[src/logic/stu_map.vh]
// Register map, field positions, reset values and encodings of the trigger unit.
// Assumes inclusion by bare name from logic/ and tb/ files.
`ifndef STU_MAP_VH
`define STU_MAP_VH
// Register byte offsets
`define STU_CTRL_OFF 12'h000
`define STU_STAT_OFF 12'h004
`define STU_PRE_OFF 12'h008
`define STU_C0_CFG_OFF 12'h010
`define STU_C0_CMP_OFF 12'h014
`define STU_C0_MIN_OFF 12'h018
`define STU_C1_CFG_OFF 12'h020
`define STU_C1_CMP_OFF 12'h024
`define STU_C1_MIN_OFF 12'h028
`define STU_SRC0_OFF 12'h030
`define STU_SRC1_OFF 12'h034
// Control fields
`define STU_CTRL_MODE_LSB 0
`define STU_CTRL_OP_LSB 4
`define STU_CTRL_START_BIT 8
`define STU_CTRL_STOP_BIT 9
`define STU_CTRL_RST 32'h00000000
// Condition config fields
`define STU_CFG_SRC_LSB 0
`define STU_CFG_TYPE_LSB 2
`define STU_CFG_REL_LSB 4
`define STU_CFG_ABS_BIT 8
`define STU_CFG_MASK_BIT 9
`define STU_CFG_EDGE_BIT 10
`define STU_CFG_SEL_LSB 16
`define STU_CFG_RST 32'h00000000
// Trigger modes
`define STU_MODE_STOP 2'h0
`define STU_MODE_START 2'h1
`define STU_MODE_SIMPLE 2'h2
`define STU_MODE_LOGIC 2'h3
// Sources
`define STU_SRC_INACTIVE 2'h0
`define STU_SRC_PARAM 2'h1
`define STU_SRC_SIGNAL 2'h2
`define STU_SRC_ADDR 2'h3
// Data types for an address source
`define STU_TYPE_S32 2'h0
`define STU_TYPE_U32 2'h1
`define STU_TYPE_S16 2'h2
`define STU_TYPE_U16 2'h3
// Relational tests
`define STU_REL_LT 3'h0
`define STU_REL_LE 3'h1
`define STU_REL_GT 3'h2
`define STU_REL_GE 3'h3
`define STU_REL_EQ 3'h4
`define STU_REL_NE 3'h5
// Operators
`define STU_OP_AND 3'h0
`define STU_OP_OR 3'h1
`define STU_OP_XOR 3'h2
`define STU_OP_NAND 3'h3
`define STU_OP_NOR 3'h4
`define STU_OP_XNOR 3'h5
`define STU_OP_FIRST 3'h6
`define STU_OP_SECOND 3'h7
// Timing: clocks in one microsecond at 125 MHz; sized so hold products keep width
`define STU_CYC_PER_US 8'h7d
`define STU_PRE_MAX 8'h64
`endif

[src/logic/stu_pretrig.v]
// Pre-trigger fill tracker: counts samples written since start.
// Assumes capture depth in samples and one sample strobe per stored sample.
`timescale 1ns/1ps
`default_nettype none
module stu_pretrig #(
   parameter DEPTH_W = 16
) (
   // Clock and reset
   input wire pclk,
   input wire presetn,
   // Control
   input wire start,
   input wire sample_stb,
   input wire [7:0] pre_pct,
   input wire [DEPTH_W-1:0] depth,
   // Status
   output reg ready_reg
);
   reg [DEPTH_W-1:0] fill_reg;
   wire [DEPTH_W+7:0] need;
   wire [DEPTH_W+7:0] have;

   // Percentage compare without a divider: fill*100 >= depth*pct
   assign need = depth * pre_pct;
   assign have = fill_reg * 8'h64;

   // Fill counter restarts on each start; saturates at full depth
   always @(posedge pclk or negedge presetn) begin
      if (!presetn) begin
         fill_reg <= {DEPTH_W{1'b0}};
         ready_reg <= 1'b0;
      end else if (start) begin
         fill_reg <= {DEPTH_W{1'b0}};
         ready_reg <= 1'b0;
      end else begin
         if (sample_stb && fill_reg != depth)
            fill_reg <= fill_reg + 1'b1;
         ready_reg <= (have >= need);
      end
   end
endmodule // stu_pretrig
`default_nettype wire

[src/logic/stu_cond.v]
// One trigger condition: source select, abs, mask, relation, hold, edge.
// Assumes the sample strobe marks the samples the condition is tested on.
`timescale 1ns/1ps
`default_nettype none
`include "stu_map.vh"
module stu_cond #(
   parameter MIN_W = 16
) (
   // Clock and reset
   input wire pclk,
   input wire presetn,
   // Sample inputs
   input wire sample_stb,
   input wire [31:0] param_val,
   input wire [31:0] signal_val,
   input wire [31:0] addr_val,
   // Configuration
   input wire [31:0] cfg,
   input wire [31:0] cmp_val,
   input wire [MIN_W-1:0] min_us,
   input wire arm,
   // Result
   output reg met_reg
);
   wire [1:0] src = cfg[`STU_CFG_SRC_LSB+1:`STU_CFG_SRC_LSB];
   wire [1:0] dtype = cfg[`STU_CFG_TYPE_LSB+1:`STU_CFG_TYPE_LSB];
   wire [2:0] rel = cfg[`STU_CFG_REL_LSB+2:`STU_CFG_REL_LSB];
   wire abs_en = cfg[`STU_CFG_ABS_BIT];
   wire mask_en = cfg[`STU_CFG_MASK_BIT];
   wire edge_en = cfg[`STU_CFG_EDGE_BIT];
   wire [4:0] bit_sel = cfg[`STU_CFG_SEL_LSB+4:`STU_CFG_SEL_LSB];
   reg [31:0] raw;
   reg [32:0] lhs;
   reg [32:0] rhs;
   reg rel_true;
   reg [MIN_W+7:0] hold_reg;
   reg held_prev_reg;
   wire [MIN_W+7:0] hold_need;
   wire held;

   // Source choice; address source interpreted per data type
   always @* begin
      raw = 32'h00000000;
      if (src == `STU_SRC_PARAM)
         raw = param_val;
      else if (src == `STU_SRC_SIGNAL)
         raw = signal_val;
      else if (src == `STU_SRC_ADDR) begin
         case (dtype)
            `STU_TYPE_S16: raw = {{16{addr_val[15]}}, addr_val[15:0]};
            `STU_TYPE_U16: raw = {16'h0000, addr_val[15:0]};
            default: raw = addr_val;
         endcase
      end
   end

   // Operands made 33-bit signed; abs drops signs of both sides
   always @* begin
      lhs = {raw[31], raw};
      if (src == `STU_SRC_ADDR && (dtype == `STU_TYPE_U32 || dtype == `STU_TYPE_U16))
         lhs = {1'b0, raw};
      rhs = {cmp_val[31], cmp_val};
      if (abs_en) begin
         if (lhs[32]) lhs = ~lhs + 33'h1;
         if (rhs[32]) rhs = ~rhs + 33'h1;
      end
      if (mask_en) begin
         lhs = {32'h00000000, raw[bit_sel]};
         rhs = {32'h00000000, cmp_val[0]};
      end
   end

   // Relational test, source on the left
   always @* begin
      case (rel)
         `STU_REL_LT: rel_true = $signed(lhs) < $signed(rhs);
         `STU_REL_LE: rel_true = $signed(lhs) <= $signed(rhs);
         `STU_REL_GT: rel_true = $signed(lhs) > $signed(rhs);
         `STU_REL_GE: rel_true = $signed(lhs) >= $signed(rhs);
         `STU_REL_EQ: rel_true = lhs == rhs;
         `STU_REL_NE: rel_true = lhs != rhs;
         default: rel_true = 1'b0;
      endcase
      if (src == `STU_SRC_INACTIVE)
         rel_true = 1'b0;
   end

   assign hold_need = min_us * `STU_CYC_PER_US;
   assign held = rel_true && (hold_reg >= hold_need);

   // Hold timer counts clocks of continuous truth; saturates
   always @(posedge pclk or negedge presetn) begin
      if (!presetn) begin
         hold_reg <= {(MIN_W+8){1'b0}};
         held_prev_reg <= 1'b0;
         met_reg <= 1'b0;
      end else if (!arm) begin
         hold_reg <= {(MIN_W+8){1'b0}};
         held_prev_reg <= 1'b0;
         met_reg <= 1'b0;
      end else begin
         if (!rel_true)
            hold_reg <= {(MIN_W+8){1'b0}};
         else if (hold_reg != {(MIN_W+8){1'b1}})
            hold_reg <= hold_reg + 1'b1;
         if (sample_stb) begin
            held_prev_reg <= held;
            // Edge mode fires only on the false-to-true sample
            met_reg <= edge_en ? (held && !held_prev_reg) : held;
         end else if (edge_en)
            met_reg <= 1'b0;
      end
   end
endmodule // stu_cond
`default_nettype wire

[src/logic/stu_top.v]
// Trigger unit top: APB registers, mode logic, trigger pulse generation.
// Assumes one pclk domain; sample sources synchronous to pclk.
`timescale 1ns/1ps
`default_nettype none
`include "stu_map.vh"
// Function
// - Stop-forced mode triggers on stop, ignoring pre-trigger fill.
// - Start mode triggers after start once pre-trigger fill completes.
// - Simple mode triggers when condition one is met and pre-trigger done.
// - Logic mode triggers when operator result true and pre-trigger done.
// - Simple mode uses one condition, logic mode two independent conditions.
// - A condition is source, relational test and comparison value.
// - Source is inactive, parameter, signal, or typed memory address.
// - Stop-forced mode makes sources inactive, so no comparison counts.
// - Relations: lt, le, gt, ge, eq, ne, source left of value.
// - Condition met only after test held true for minimum microseconds.
// - Absolute option compares magnitudes of source and value.
// - Mask option tests only the selected source bit.
// - Edge detection is enabled per condition independently.
// - Operators AND OR XOR NAND NOR XNOR first-only second-only.
// - Not trigger-ready until pre-trigger percentage of memory filled.
module stu_top #(
   parameter DEPTH_W = 16,
   parameter MIN_W = 16
) (
   // APB
   input wire pclk,
   input wire presetn,
   input wire psel,
   input wire penable,
   input wire pwrite,
   input wire [11:0] paddr,
   input wire [31:0] pwdata,
   output reg [31:0] prdata,
   output reg pready,
   output reg pslverr,
   // Sample sources
   input wire sample_stb,
   input wire [31:0] param0_val,
   input wire [31:0] signal0_val,
   input wire [31:0] addr0_val,
   input wire [31:0] param1_val,
   input wire [31:0] signal1_val,
   input wire [31:0] addr1_val,
   // Capture memory side
   input wire [DEPTH_W-1:0] capture_depth,
   output reg trigger_pulse,
   output reg recording
);
   localparam ST_IDLE = 2'h0;
   localparam ST_ARMED = 2'h1;
   localparam ST_DONE = 2'h2;

   reg [31:0] ctrl_reg;
   reg [7:0] pre_reg;
   reg [31:0] c0_cfg_reg;
   reg [31:0] c0_cmp_reg;
   reg [MIN_W-1:0] c0_min_reg;
   reg [31:0] c1_cfg_reg;
   reg [31:0] c1_cmp_reg;
   reg [MIN_W-1:0] c1_min_reg;
   reg [1:0] state_reg;
   reg [1:0] state_next;
   reg start_cmd_reg;
   reg stop_cmd_reg;
   reg fire_next;
   reg logic_res;
   reg [31:0] rd_next;
   reg hit;
   wire [1:0] mode = ctrl_reg[`STU_CTRL_MODE_LSB+1:`STU_CTRL_MODE_LSB];
   wire [2:0] op = ctrl_reg[`STU_CTRL_OP_LSB+2:`STU_CTRL_OP_LSB];
   wire setup = psel && !penable;
   // Writes land in the access phase, at the edge where the master sees pready
   wire wr = psel && penable && pready && pwrite;
   wire pre_ready;
   wire met0;
   wire met1;
   wire armed = (state_reg == ST_ARMED);
   wire [31:0] c0_cfg_eff;
   wire [31:0] c1_cfg_eff;

   // Stop-forced mode overrides both sources to inactive
   assign c0_cfg_eff = (mode == `STU_MODE_STOP) ?
      {c0_cfg_reg[31:2], `STU_SRC_INACTIVE} : c0_cfg_reg;
   assign c1_cfg_eff = (mode == `STU_MODE_LOGIC) ?
      c1_cfg_reg : {c1_cfg_reg[31:2], `STU_SRC_INACTIVE};

   // Register writes; start and stop are self-clearing command bits
   always @(posedge pclk or negedge presetn) begin
      if (!presetn) begin
         ctrl_reg <= `STU_CTRL_RST;
         pre_reg <= 8'h00;
         c0_cfg_reg <= `STU_CFG_RST;
         c0_cmp_reg <= 32'h00000000;
         c0_min_reg <= {MIN_W{1'b0}};
         c1_cfg_reg <= `STU_CFG_RST;
         c1_cmp_reg <= 32'h00000000;
         c1_min_reg <= {MIN_W{1'b0}};
         start_cmd_reg <= 1'b0;
         stop_cmd_reg <= 1'b0;
      end else begin
         start_cmd_reg <= 1'b0;
         stop_cmd_reg <= 1'b0;
         if (wr) begin
            if (paddr == `STU_CTRL_OFF) begin
               ctrl_reg <= {25'h0000000, pwdata[6:0]};
               start_cmd_reg <= pwdata[`STU_CTRL_START_BIT];
               stop_cmd_reg <= pwdata[`STU_CTRL_STOP_BIT];
            end else if (paddr == `STU_PRE_OFF)
               // Percentages above full are clamped to full
               pre_reg <= (pwdata[7:0] > `STU_PRE_MAX) ? `STU_PRE_MAX : pwdata[7:0];
            else if (paddr == `STU_C0_CFG_OFF)
               c0_cfg_reg <= pwdata & 32'h001f07ff;
            else if (paddr == `STU_C0_CMP_OFF)
               c0_cmp_reg <= pwdata;
            else if (paddr == `STU_C0_MIN_OFF)
               c0_min_reg <= pwdata[MIN_W-1:0];
            else if (paddr == `STU_C1_CFG_OFF)
               c1_cfg_reg <= pwdata & 32'h001f07ff;
            else if (paddr == `STU_C1_CMP_OFF)
               c1_cmp_reg <= pwdata;
            else if (paddr == `STU_C1_MIN_OFF)
               c1_min_reg <= pwdata[MIN_W-1:0];
         end
      end
   end

   // Read decode; unmapped addresses answer with pslverr
   always @* begin
      rd_next = 32'h00000000;
      hit = 1'b1;
      if (paddr == `STU_CTRL_OFF)
         rd_next = ctrl_reg;
      else if (paddr == `STU_STAT_OFF)
         rd_next = {28'h0000000, pre_ready, state_reg, recording};
      else if (paddr == `STU_PRE_OFF)
         rd_next = {24'h000000, pre_reg};
      else if (paddr == `STU_C0_CFG_OFF)
         rd_next = c0_cfg_reg;
      else if (paddr == `STU_C0_CMP_OFF)
         rd_next = c0_cmp_reg;
      else if (paddr == `STU_C0_MIN_OFF)
         rd_next = {{(32-MIN_W){1'b0}}, c0_min_reg};
      else if (paddr == `STU_C1_CFG_OFF)
         rd_next = c1_cfg_reg;
      else if (paddr == `STU_C1_CMP_OFF)
         rd_next = c1_cmp_reg;
      else if (paddr == `STU_C1_MIN_OFF)
         rd_next = {{(32-MIN_W){1'b0}}, c1_min_reg};
      else if (paddr == `STU_SRC0_OFF)
         rd_next = {31'h00000000, met0};
      else if (paddr == `STU_SRC1_OFF)
         rd_next = {31'h00000000, met1};
      else
         hit = 1'b0;
   end

   // APB answer: one wait-free access phase, registered outputs
   always @(posedge pclk or negedge presetn) begin
      if (!presetn) begin
         prdata <= 32'h00000000;
         pready <= 1'b0;
         pslverr <= 1'b0;
      end else begin
         pready <= setup;
         pslverr <= setup && !hit;
         prdata <= (setup && !pwrite) ? rd_next : 32'h00000000;
      end
   end

   // Operator over both conditions
   always @* begin
      case (op)
         `STU_OP_AND: logic_res = met0 & met1;
         `STU_OP_OR: logic_res = met0 | met1;
         `STU_OP_XOR: logic_res = met0 ^ met1;
         `STU_OP_NAND: logic_res = ~(met0 & met1);
         `STU_OP_NOR: logic_res = ~(met0 | met1);
         `STU_OP_XNOR: logic_res = ~(met0 ^ met1);
         `STU_OP_FIRST: logic_res = met0;
         default: logic_res = met1;
      endcase
   end

   // Recording sequencer; a new start always re-arms, even mid-recording
   always @* begin
      state_next = state_reg;
      fire_next = 1'b0;
      case (state_reg)
         ST_ARMED: begin
            if (mode == `STU_MODE_STOP)
               fire_next = stop_cmd_reg;
            else if (mode == `STU_MODE_START)
               fire_next = pre_ready;
            else if (mode == `STU_MODE_SIMPLE)
               fire_next = pre_ready && met0;
            else
               fire_next = pre_ready && logic_res;
            if (fire_next)
               state_next = ST_DONE;
            else if (stop_cmd_reg)
               state_next = ST_IDLE;
         end
         ST_DONE: state_next = ST_DONE;
         default: state_next = ST_IDLE;
      endcase
      if (start_cmd_reg) begin
         state_next = ST_ARMED;
         fire_next = 1'b0;
      end
   end

   always @(posedge pclk or negedge presetn) begin
      if (!presetn) begin
         state_reg <= ST_IDLE;
         trigger_pulse <= 1'b0;
         recording <= 1'b0;
      end else begin
         state_reg <= state_next;
         trigger_pulse <= fire_next;
         recording <= (state_next == ST_ARMED);
      end
   end

   stu_pretrig #(
      .DEPTH_W(DEPTH_W)
   ) u_pre (
      .pclk(pclk),
      .presetn(presetn),
      .start(start_cmd_reg),
      .sample_stb(sample_stb),
      .pre_pct(pre_reg),
      .depth(capture_depth),
      .ready_reg(pre_ready)
   );

   stu_cond #(
      .MIN_W(MIN_W)
   ) u_c0 (
      .pclk(pclk),
      .presetn(presetn),
      .sample_stb(sample_stb),
      .param_val(param0_val),
      .signal_val(signal0_val),
      .addr_val(addr0_val),
      .cfg(c0_cfg_eff),
      .cmp_val(c0_cmp_reg),
      .min_us(c0_min_reg),
      .arm(armed),
      .met_reg(met0)
   );

   stu_cond #(
      .MIN_W(MIN_W)
   ) u_c1 (
      .pclk(pclk),
      .presetn(presetn),
      .sample_stb(sample_stb),
      .param_val(param1_val),
      .signal_val(signal1_val),
      .addr_val(addr1_val),
      .cfg(c1_cfg_eff),
      .cmp_val(c1_cmp_reg),
      .min_us(c1_min_reg),
      .arm(armed),
      .met_reg(met1)
   );
endmodule // stu_top
`default_nettype wire

[config.mk]
export PLATFORM = sky130hd
export DESIGN_NAME = stu_top
export DESIGN_NICKNAME = d
export VERILOG_FILES = /design/src/logic/stu_pretrig.v /design/src/logic/stu_cond.v /design/src/logic/stu_top.v
export VERILOG_INCLUDE_DIRS = /design/src /design/src/logic
export SDC_FILE = /design/constraint.sdc
export NUM_CORES = 2
export LEC_CHECK = 0
export BUFFER_PORTS_ARGS = -buffer_cell sky130_fd_sc_hd__buf_2
export CAP_MARGIN = 0
export CORE_ASPECT_RATIO = 0.7
export CORE_MARGIN = 1.5
export CORE_UTILIZATION = 60
export CTS_BUF_LIST = sky130_fd_sc_hd__clkbuf_16
export DETAILED_ROUTE_END_ITERATION = 10
export GPL_ROUTABILITY_DRIVEN = 1
export PLACE_DENSITY = 0.81
export SLEW_MARGIN = 40
export SYNTH_ARGS = -nofsm -noshare
export SYNTH_HDL_FRONTEND = slang
export SYNTH_SLANG_ARGS = --single-unit
[constraint.sdc]
create_clock -name pclk -period 9.4 [get_ports pclk]
set_input_delay 0.47 -clock pclk [delete_from_list [all_inputs] [get_ports pclk]]
set_output_delay 0.47 -clock pclk [all_outputs]
set_load 0.005 [all_outputs]
[Word level (Yosys, flattened, before mapping)]
Index checks and enable logic that the tools add are counted.
Storage, ports and cells
  bits in registers: 252
  bits of input ports: 258
  output and inout bits: 36
Operators by class
  add/sub/neg operators: 7
  $mul: 4
  order comparisons: 14
  equality and inequality tests: 56
  mux-type cells: 92
  bitwise logic cells: 17
  reductions and logical operators: 38
Operators by type and width (count)
  32-bit 2-to-1 mux: 15
  33-bit 2-to-1 mux: 14
  24-bit 2-to-1 mux: 6
  33-bit by 1-bit adder with 33-bit output, second input constant: 4
  33-bit inverter: 4
  32-bit one-hot mux with 2 select lines: 2
  33-bit equality test: 2
  33-bit greater-or-equal comparator: 2
  33-bit greater-than comparator: 2
  33-bit <= comparator: 2
  33-bit less-than comparator: 2
  33-bit inequality test: 2
  12-bit by 6-bit equality test with 1-bit output, second input constant: 5
  24-bit by 1-bit adder with 24-bit output, second input constant: 2
  24-bit by 23-bit greater-or-equal comparator with 1-bit output: 2
  16-bit 2-to-1 mux: 3
  24-bit inequality test, second input constant: 2
  16-bit by 7-bit multiplier with 23-bit output, second input constant: 2
  1-bit 2-to-1 mux: 40
  12-bit by 5-bit equality test with 1-bit output, second input constant: 3
  23-bit by 24-bit greater-or-equal comparator with 1-bit output: 1
  16-bit by 8-bit multiplier with 24-bit output: 1
  2-bit equality test, second input constant: 11
  3-bit equality test, second input constant: 7
  37 further kinds: 92

[Depth between registers and ports, before layout]
  depth after elaboration: 20
  mapped depth: 28
  gate-level depth less buffers: 27

[Modules after synthesis]
From an unflattened synthesis, not the netlist that was laid out.
Unflattened totals
  cells, all modules: 3349
  area, all modules: 30867.1 um2
Modules (own cells, without submodules)
  stu_top: instances 1, cells an instance 667, area each 8226.6 um2, seq. area each 4579.4 um2
  stu_cond at u_c0: instances 1, cells an instance 920, area each 7752.4 um2, seq. area each 650.6 um2
  stu_cond at u_c1: instances 1, cells an instance 901, area each 7562.3 um2, seq. area each 650.6 um2
  stu_pretrig: instances 1, cells an instance 861, area each 7325.8 um2, seq. area each 425.4 um2

[Least setup slack after synthesis]
Ideal clock, no wire load.
  kind: input port to flip-flop
  start point: input port capture_depth[2]
  end point: register u_pre.ready_reg
  setup time: 143 ps
  arrival time: 5839 ps
  required time: 9257 ps
  path slack: 3417 ps
  cell stages on the path: 22
  buffers on the path: 1
  cell sequence: clkbuf_1 -> nand2_1 -> fa_1 -> inv_1 -> fa_1 -> fa_1 -> fa_1 -> ha_1 -> or3_1 -> o32ai_1 -> o21a_1 -> a21oi_1 -> a211oi_1 -> a21oi_1 -> xnor2_1 -> ha_1 -> or4_1 -> o21ai_0 -> or3_1 -> nor2_1 -> a21oi_1 -> a211oi_1
Between the ends
  word-level cells in the longest chain between the ends: 3
Ends and longest elaborated chain
  from (decl): line stu_top.v:46  | input wire [DEPTH_W-1:0] capture_depth,
  16-bit by 8-bit multiplier with 24-bit output: line stu_pretrig.v:24  | assign need = depth * pre_pct;
  23-bit by 24-bit greater-or-equal comparator with 1-bit output: line stu_pretrig.v:38  | ready_reg <= (have >= need);
  1-bit 2-to-1 mux: line stu_pretrig.v:32  | end else if (start) begin
  to (signal assigned): line stu_pretrig.v:38
  to (decl): line stu_pretrig.v:17  | output reg ready_reg
No other way between the ends.
A chain may end at the register's enable or synchronous reset.

[Final worst setup path]
  start point: register pre_reg[5]
  end point: register u_pre.ready_reg
Between the ends
  word-level cells in the longest chain between the ends: 3
Ends and longest elaborated chain
  from (decl): line stu_top.v:55  | reg [7:0] pre_reg;
  from (signal assigned): line stu_top.v:111  | pre_reg <= (pwdata[7:0] > `STU_PRE_MAX) ? `STU_PRE_MAX : pwdata[7:0];
  16-bit by 8-bit multiplier with 24-bit output: line stu_pretrig.v:24
  23-bit by 24-bit greater-or-equal comparator with 1-bit output: line stu_pretrig.v:38
  1-bit 2-to-1 mux: line stu_pretrig.v:32
No other way between the ends.

==> qor.txt <==
Syn Area/Cell - 8.87 µm²
DIE AREA - 52,000 µm²
Post-layout util - 0.668
Latest clock arrival within the worst-skew pair - 580 ps
Vias per std cell - 6.12
Row count - 68
Port bufs - 293
Outcome - finished, final reports clean
Crit Path Category - flip-flop to flip-flop
Fraction of layout instances using a drive strength above 1 - 0.150
DP Wirelength - 68,200 µm
Final period util - 0.710
CORE AREA - 49,600 µm²
Max_slew headroom - 0.463
# Post-CTS Setup Buffers - 0
GRT Overall Usage - 0.330
Largest net degree at the start of global routing - 107
# DRC - 0
CTS tree - built
RSZ-0062 raised after global routing - false
Vias in the first global route - 25,300
Starting density of the core - 0.612
GRT overflow - 0
Leak Pwr - 0.0160 µW
Syn_nets - 4,228
Gp weighted congestion - 0.999
Min-delay worst type - input pin to flip-flop
Fin. max-slew vios - 0
Fin nets - 4,426
Maximum clock rate - 150 MHz
Sequential share of the synthesized area - 0.208
Violation count after the first detailed-route iteration - 2,575
Antenna Nets Post-Route - 0
Area growth syn-to-layout - 9.20%
Clk root buf - clkbuf_16
Die width - 272 µm
CP Launch Type - flip-flop
CTS max path bufs - 3
Crit end category - flip-flop
Max VDD drop - 0.255 mV
Routed WL per cell - 20.0 µm
Reg clk slew, reported paths - 70 ps
Cell area after synthesis - 30,300 µm²
Ratio of total power to cell area - 100 nW/µm²
Post-synth EDFFs - 0
Asr flop ratio synth - 1.00
#FFs+latches synth - 252
Clock skew - 18.2 ps
Final min period - 6680 ps
H-tree levels - 1
Final wirelength - 86,200 µm
Cells after Synth - 3,423
First-pass GRT wire length - 136,000 µm
Die Y - 191 µm
TNS Setup - 0 ps
Post-CTS Resized - 0
Max cap viols - 0
Num ports - 294
CTS Sinks - 252
Drt pass-1 iters - 6
R2R Setup Slk - 2720 ps
Cell variety after synth - 83
Hold buffers post-CTS - 1
Final Hold Viols - 0
DR vias - 26,400
Worst-Margin Slew - 803 ps
Main synth FF type - dfrtp_1
Initial antenna violation count - 12
CTS buffer count - 26
Crit path DAT - 7110 ps
CP Data Required Time - 9830 ps
CP max FO - 18
Synth warnings - 0
Endpoints failing setup - 0
## worst paths after layout
| path | from | endpoint | cells past startpoint |
|---|---|---|---|
| setup / recovery | pre_reg[5]$_DFFE_PN0P_ | u_pre.ready_reg$_DFF_PN0_ | 21 |
| min in group asynchronous | presetn | u_c1.hold_reg[22]$_DFFE_PN0P_ | 2 |
| hold / removal | pwdata[26] | c1_cmp_reg[26]$_DFFE_PN0P_ | 2 |
| max in group asynchronous | presetn | u_c0.held_prev_reg$_DFFE_PN0P_ | 4 |
| hold reg to reg | u_c1.held_prev_reg$_DFFE_PN0P_ | u_c1.held_prev_reg$_DFFE_PN0P_ | 2 |
| setup reg to reg | pre_reg[5]$_DFFE_PN0P_ | u_pre.ready_reg$_DFF_PN0_ | 21 |
## stage by stage
step	hold WS (ps)	area [µm²]	cells	power, µW	setup slack, ps
2_1_floorplan	174	30300	3423	2010	3420
6_report	146	33100	4310	3330	2720
5_1_grt	142	33100	4306	3530	2340
4_1_cts	137	33100	4302	3310	2790
3_3_place_gp	465	32300	4256	2270	2690
3_5_place_dp	466	32300	4256	2330	2810
## logic make-up (layout without fill, tap and decap cells)
| kind of cell | Yosys count | in the layout | synth area share |
|---|---|---|---|
| xor+xnor | 240 | 240 | 0.0693 |
| fa+ha+maj | 547 | 547 | 0.276 |
| other cells | 0 | 7 | 0 |
| flops | 252 | 252 | 0.208 |
| buf+inv | 494 | 709 | 0.0630 |
| simple gates | 1055 | 1055 | 0.172 |
| mux | 166 | 166 | 0.0687 |
| compound gates | 669 | 669 | 0.144 |
## report_power, final
part,internal (µW),switching (µW)
Clock,506,486
Sequential,1100,36.1
Combinational,541,657
## layout make-up
cell class / instances / area (µm²)
Multi-Input combinational cell: 2677 / 22200
Fill cell: 4061 / 16500
Sequential cell: 252 / 6310
Clock buffer: 26 / 651
Clock inverter: 19 / 111
Tap cell: 665 / 832
Antenna cell: 7 / 17.5
Timing Repair Buffer: 322 / 1720
Inverter: 342 / 1280
## synth_stat cells, types with 19 or more instances
cell type / count / area (µm²)
nand2b_1: 81 / 507
a22o_1: 20 / 175
clkbuf_1: 117 / 439
xor2_1: 113 / 990
nand4_1: 34 / 213
and3_1: 34 / 213
a21o_1: 51 / 383
o21a_1: 23 / 173
a221oi_1: 28 / 245
a22oi_1: 30 / 225
dfrtp_1: 252 / 6310
xnor2_1: 127 / 1110
a31oi_1: 25 / 156
or3_1: 38 / 238
a211oi_1: 23 / 173
and2_1: 75 / 469
nor4_1: 19 / 119
inv_1: 341 / 1280
nand3_1: 64 / 320
nor2b_1: 21 / 131
mux4_2: 20 / 450
nor3_1: 54 / 270
fa_1: 203 / 4060
a21oi_1: 186 / 931
nor2_1: 300 / 1130
nand2_1: 255 / 957
ha_1: 344 / 4300
mux2_2: 127 / 1430
o21ai_0: 140 / 701
## placed cells by master (no fill, tap or decap), drive strengths merged, types with 38 or more instances in the layout
cell	synthesis	layout
nand2b	81	81
xor2	113	113
fa	203	203
and2	78	78
nor3	55	55
mux2	136	136
dfrtp	252	252
or3	38	38
o21ai	147	147
nand3	64	64
a21oi	186	186
inv	341	347
nand2	255	255
ha	344	344
xnor2	127	127
nor2	300	300
a21o	51	51
buf	34	321
## layer usage
metal	vias to the layer above	track usage	part of all wire
met2	1208	0.497	0.43
li1	12300	-	-
met1	12700	0.475	0.43
met4	10	0.0786	0.022
met5	-	0	0.00068
met3	153	0.0867	0.11
## worst max-delay path, cell delays in order, from the launching register on
cell and delay, ps:
dfrtp_1 850, nand2_1 150, fa_1 520, inv_1 60
fa_1 510, fa_1 530, fa_1 500, ha_1 270
or3_1 410, o32ai_1 420, o21a_1 220, a21oi_1 160
a211oi_1 400, a21oi_1 140, xnor2_1 150, ha_1 190
or4_1 530, o21ai_0 130, or3_1 130, nor2_1 50
a21oi_1 140, a211oi_1 60
Power figures use the tool's default switching activity.
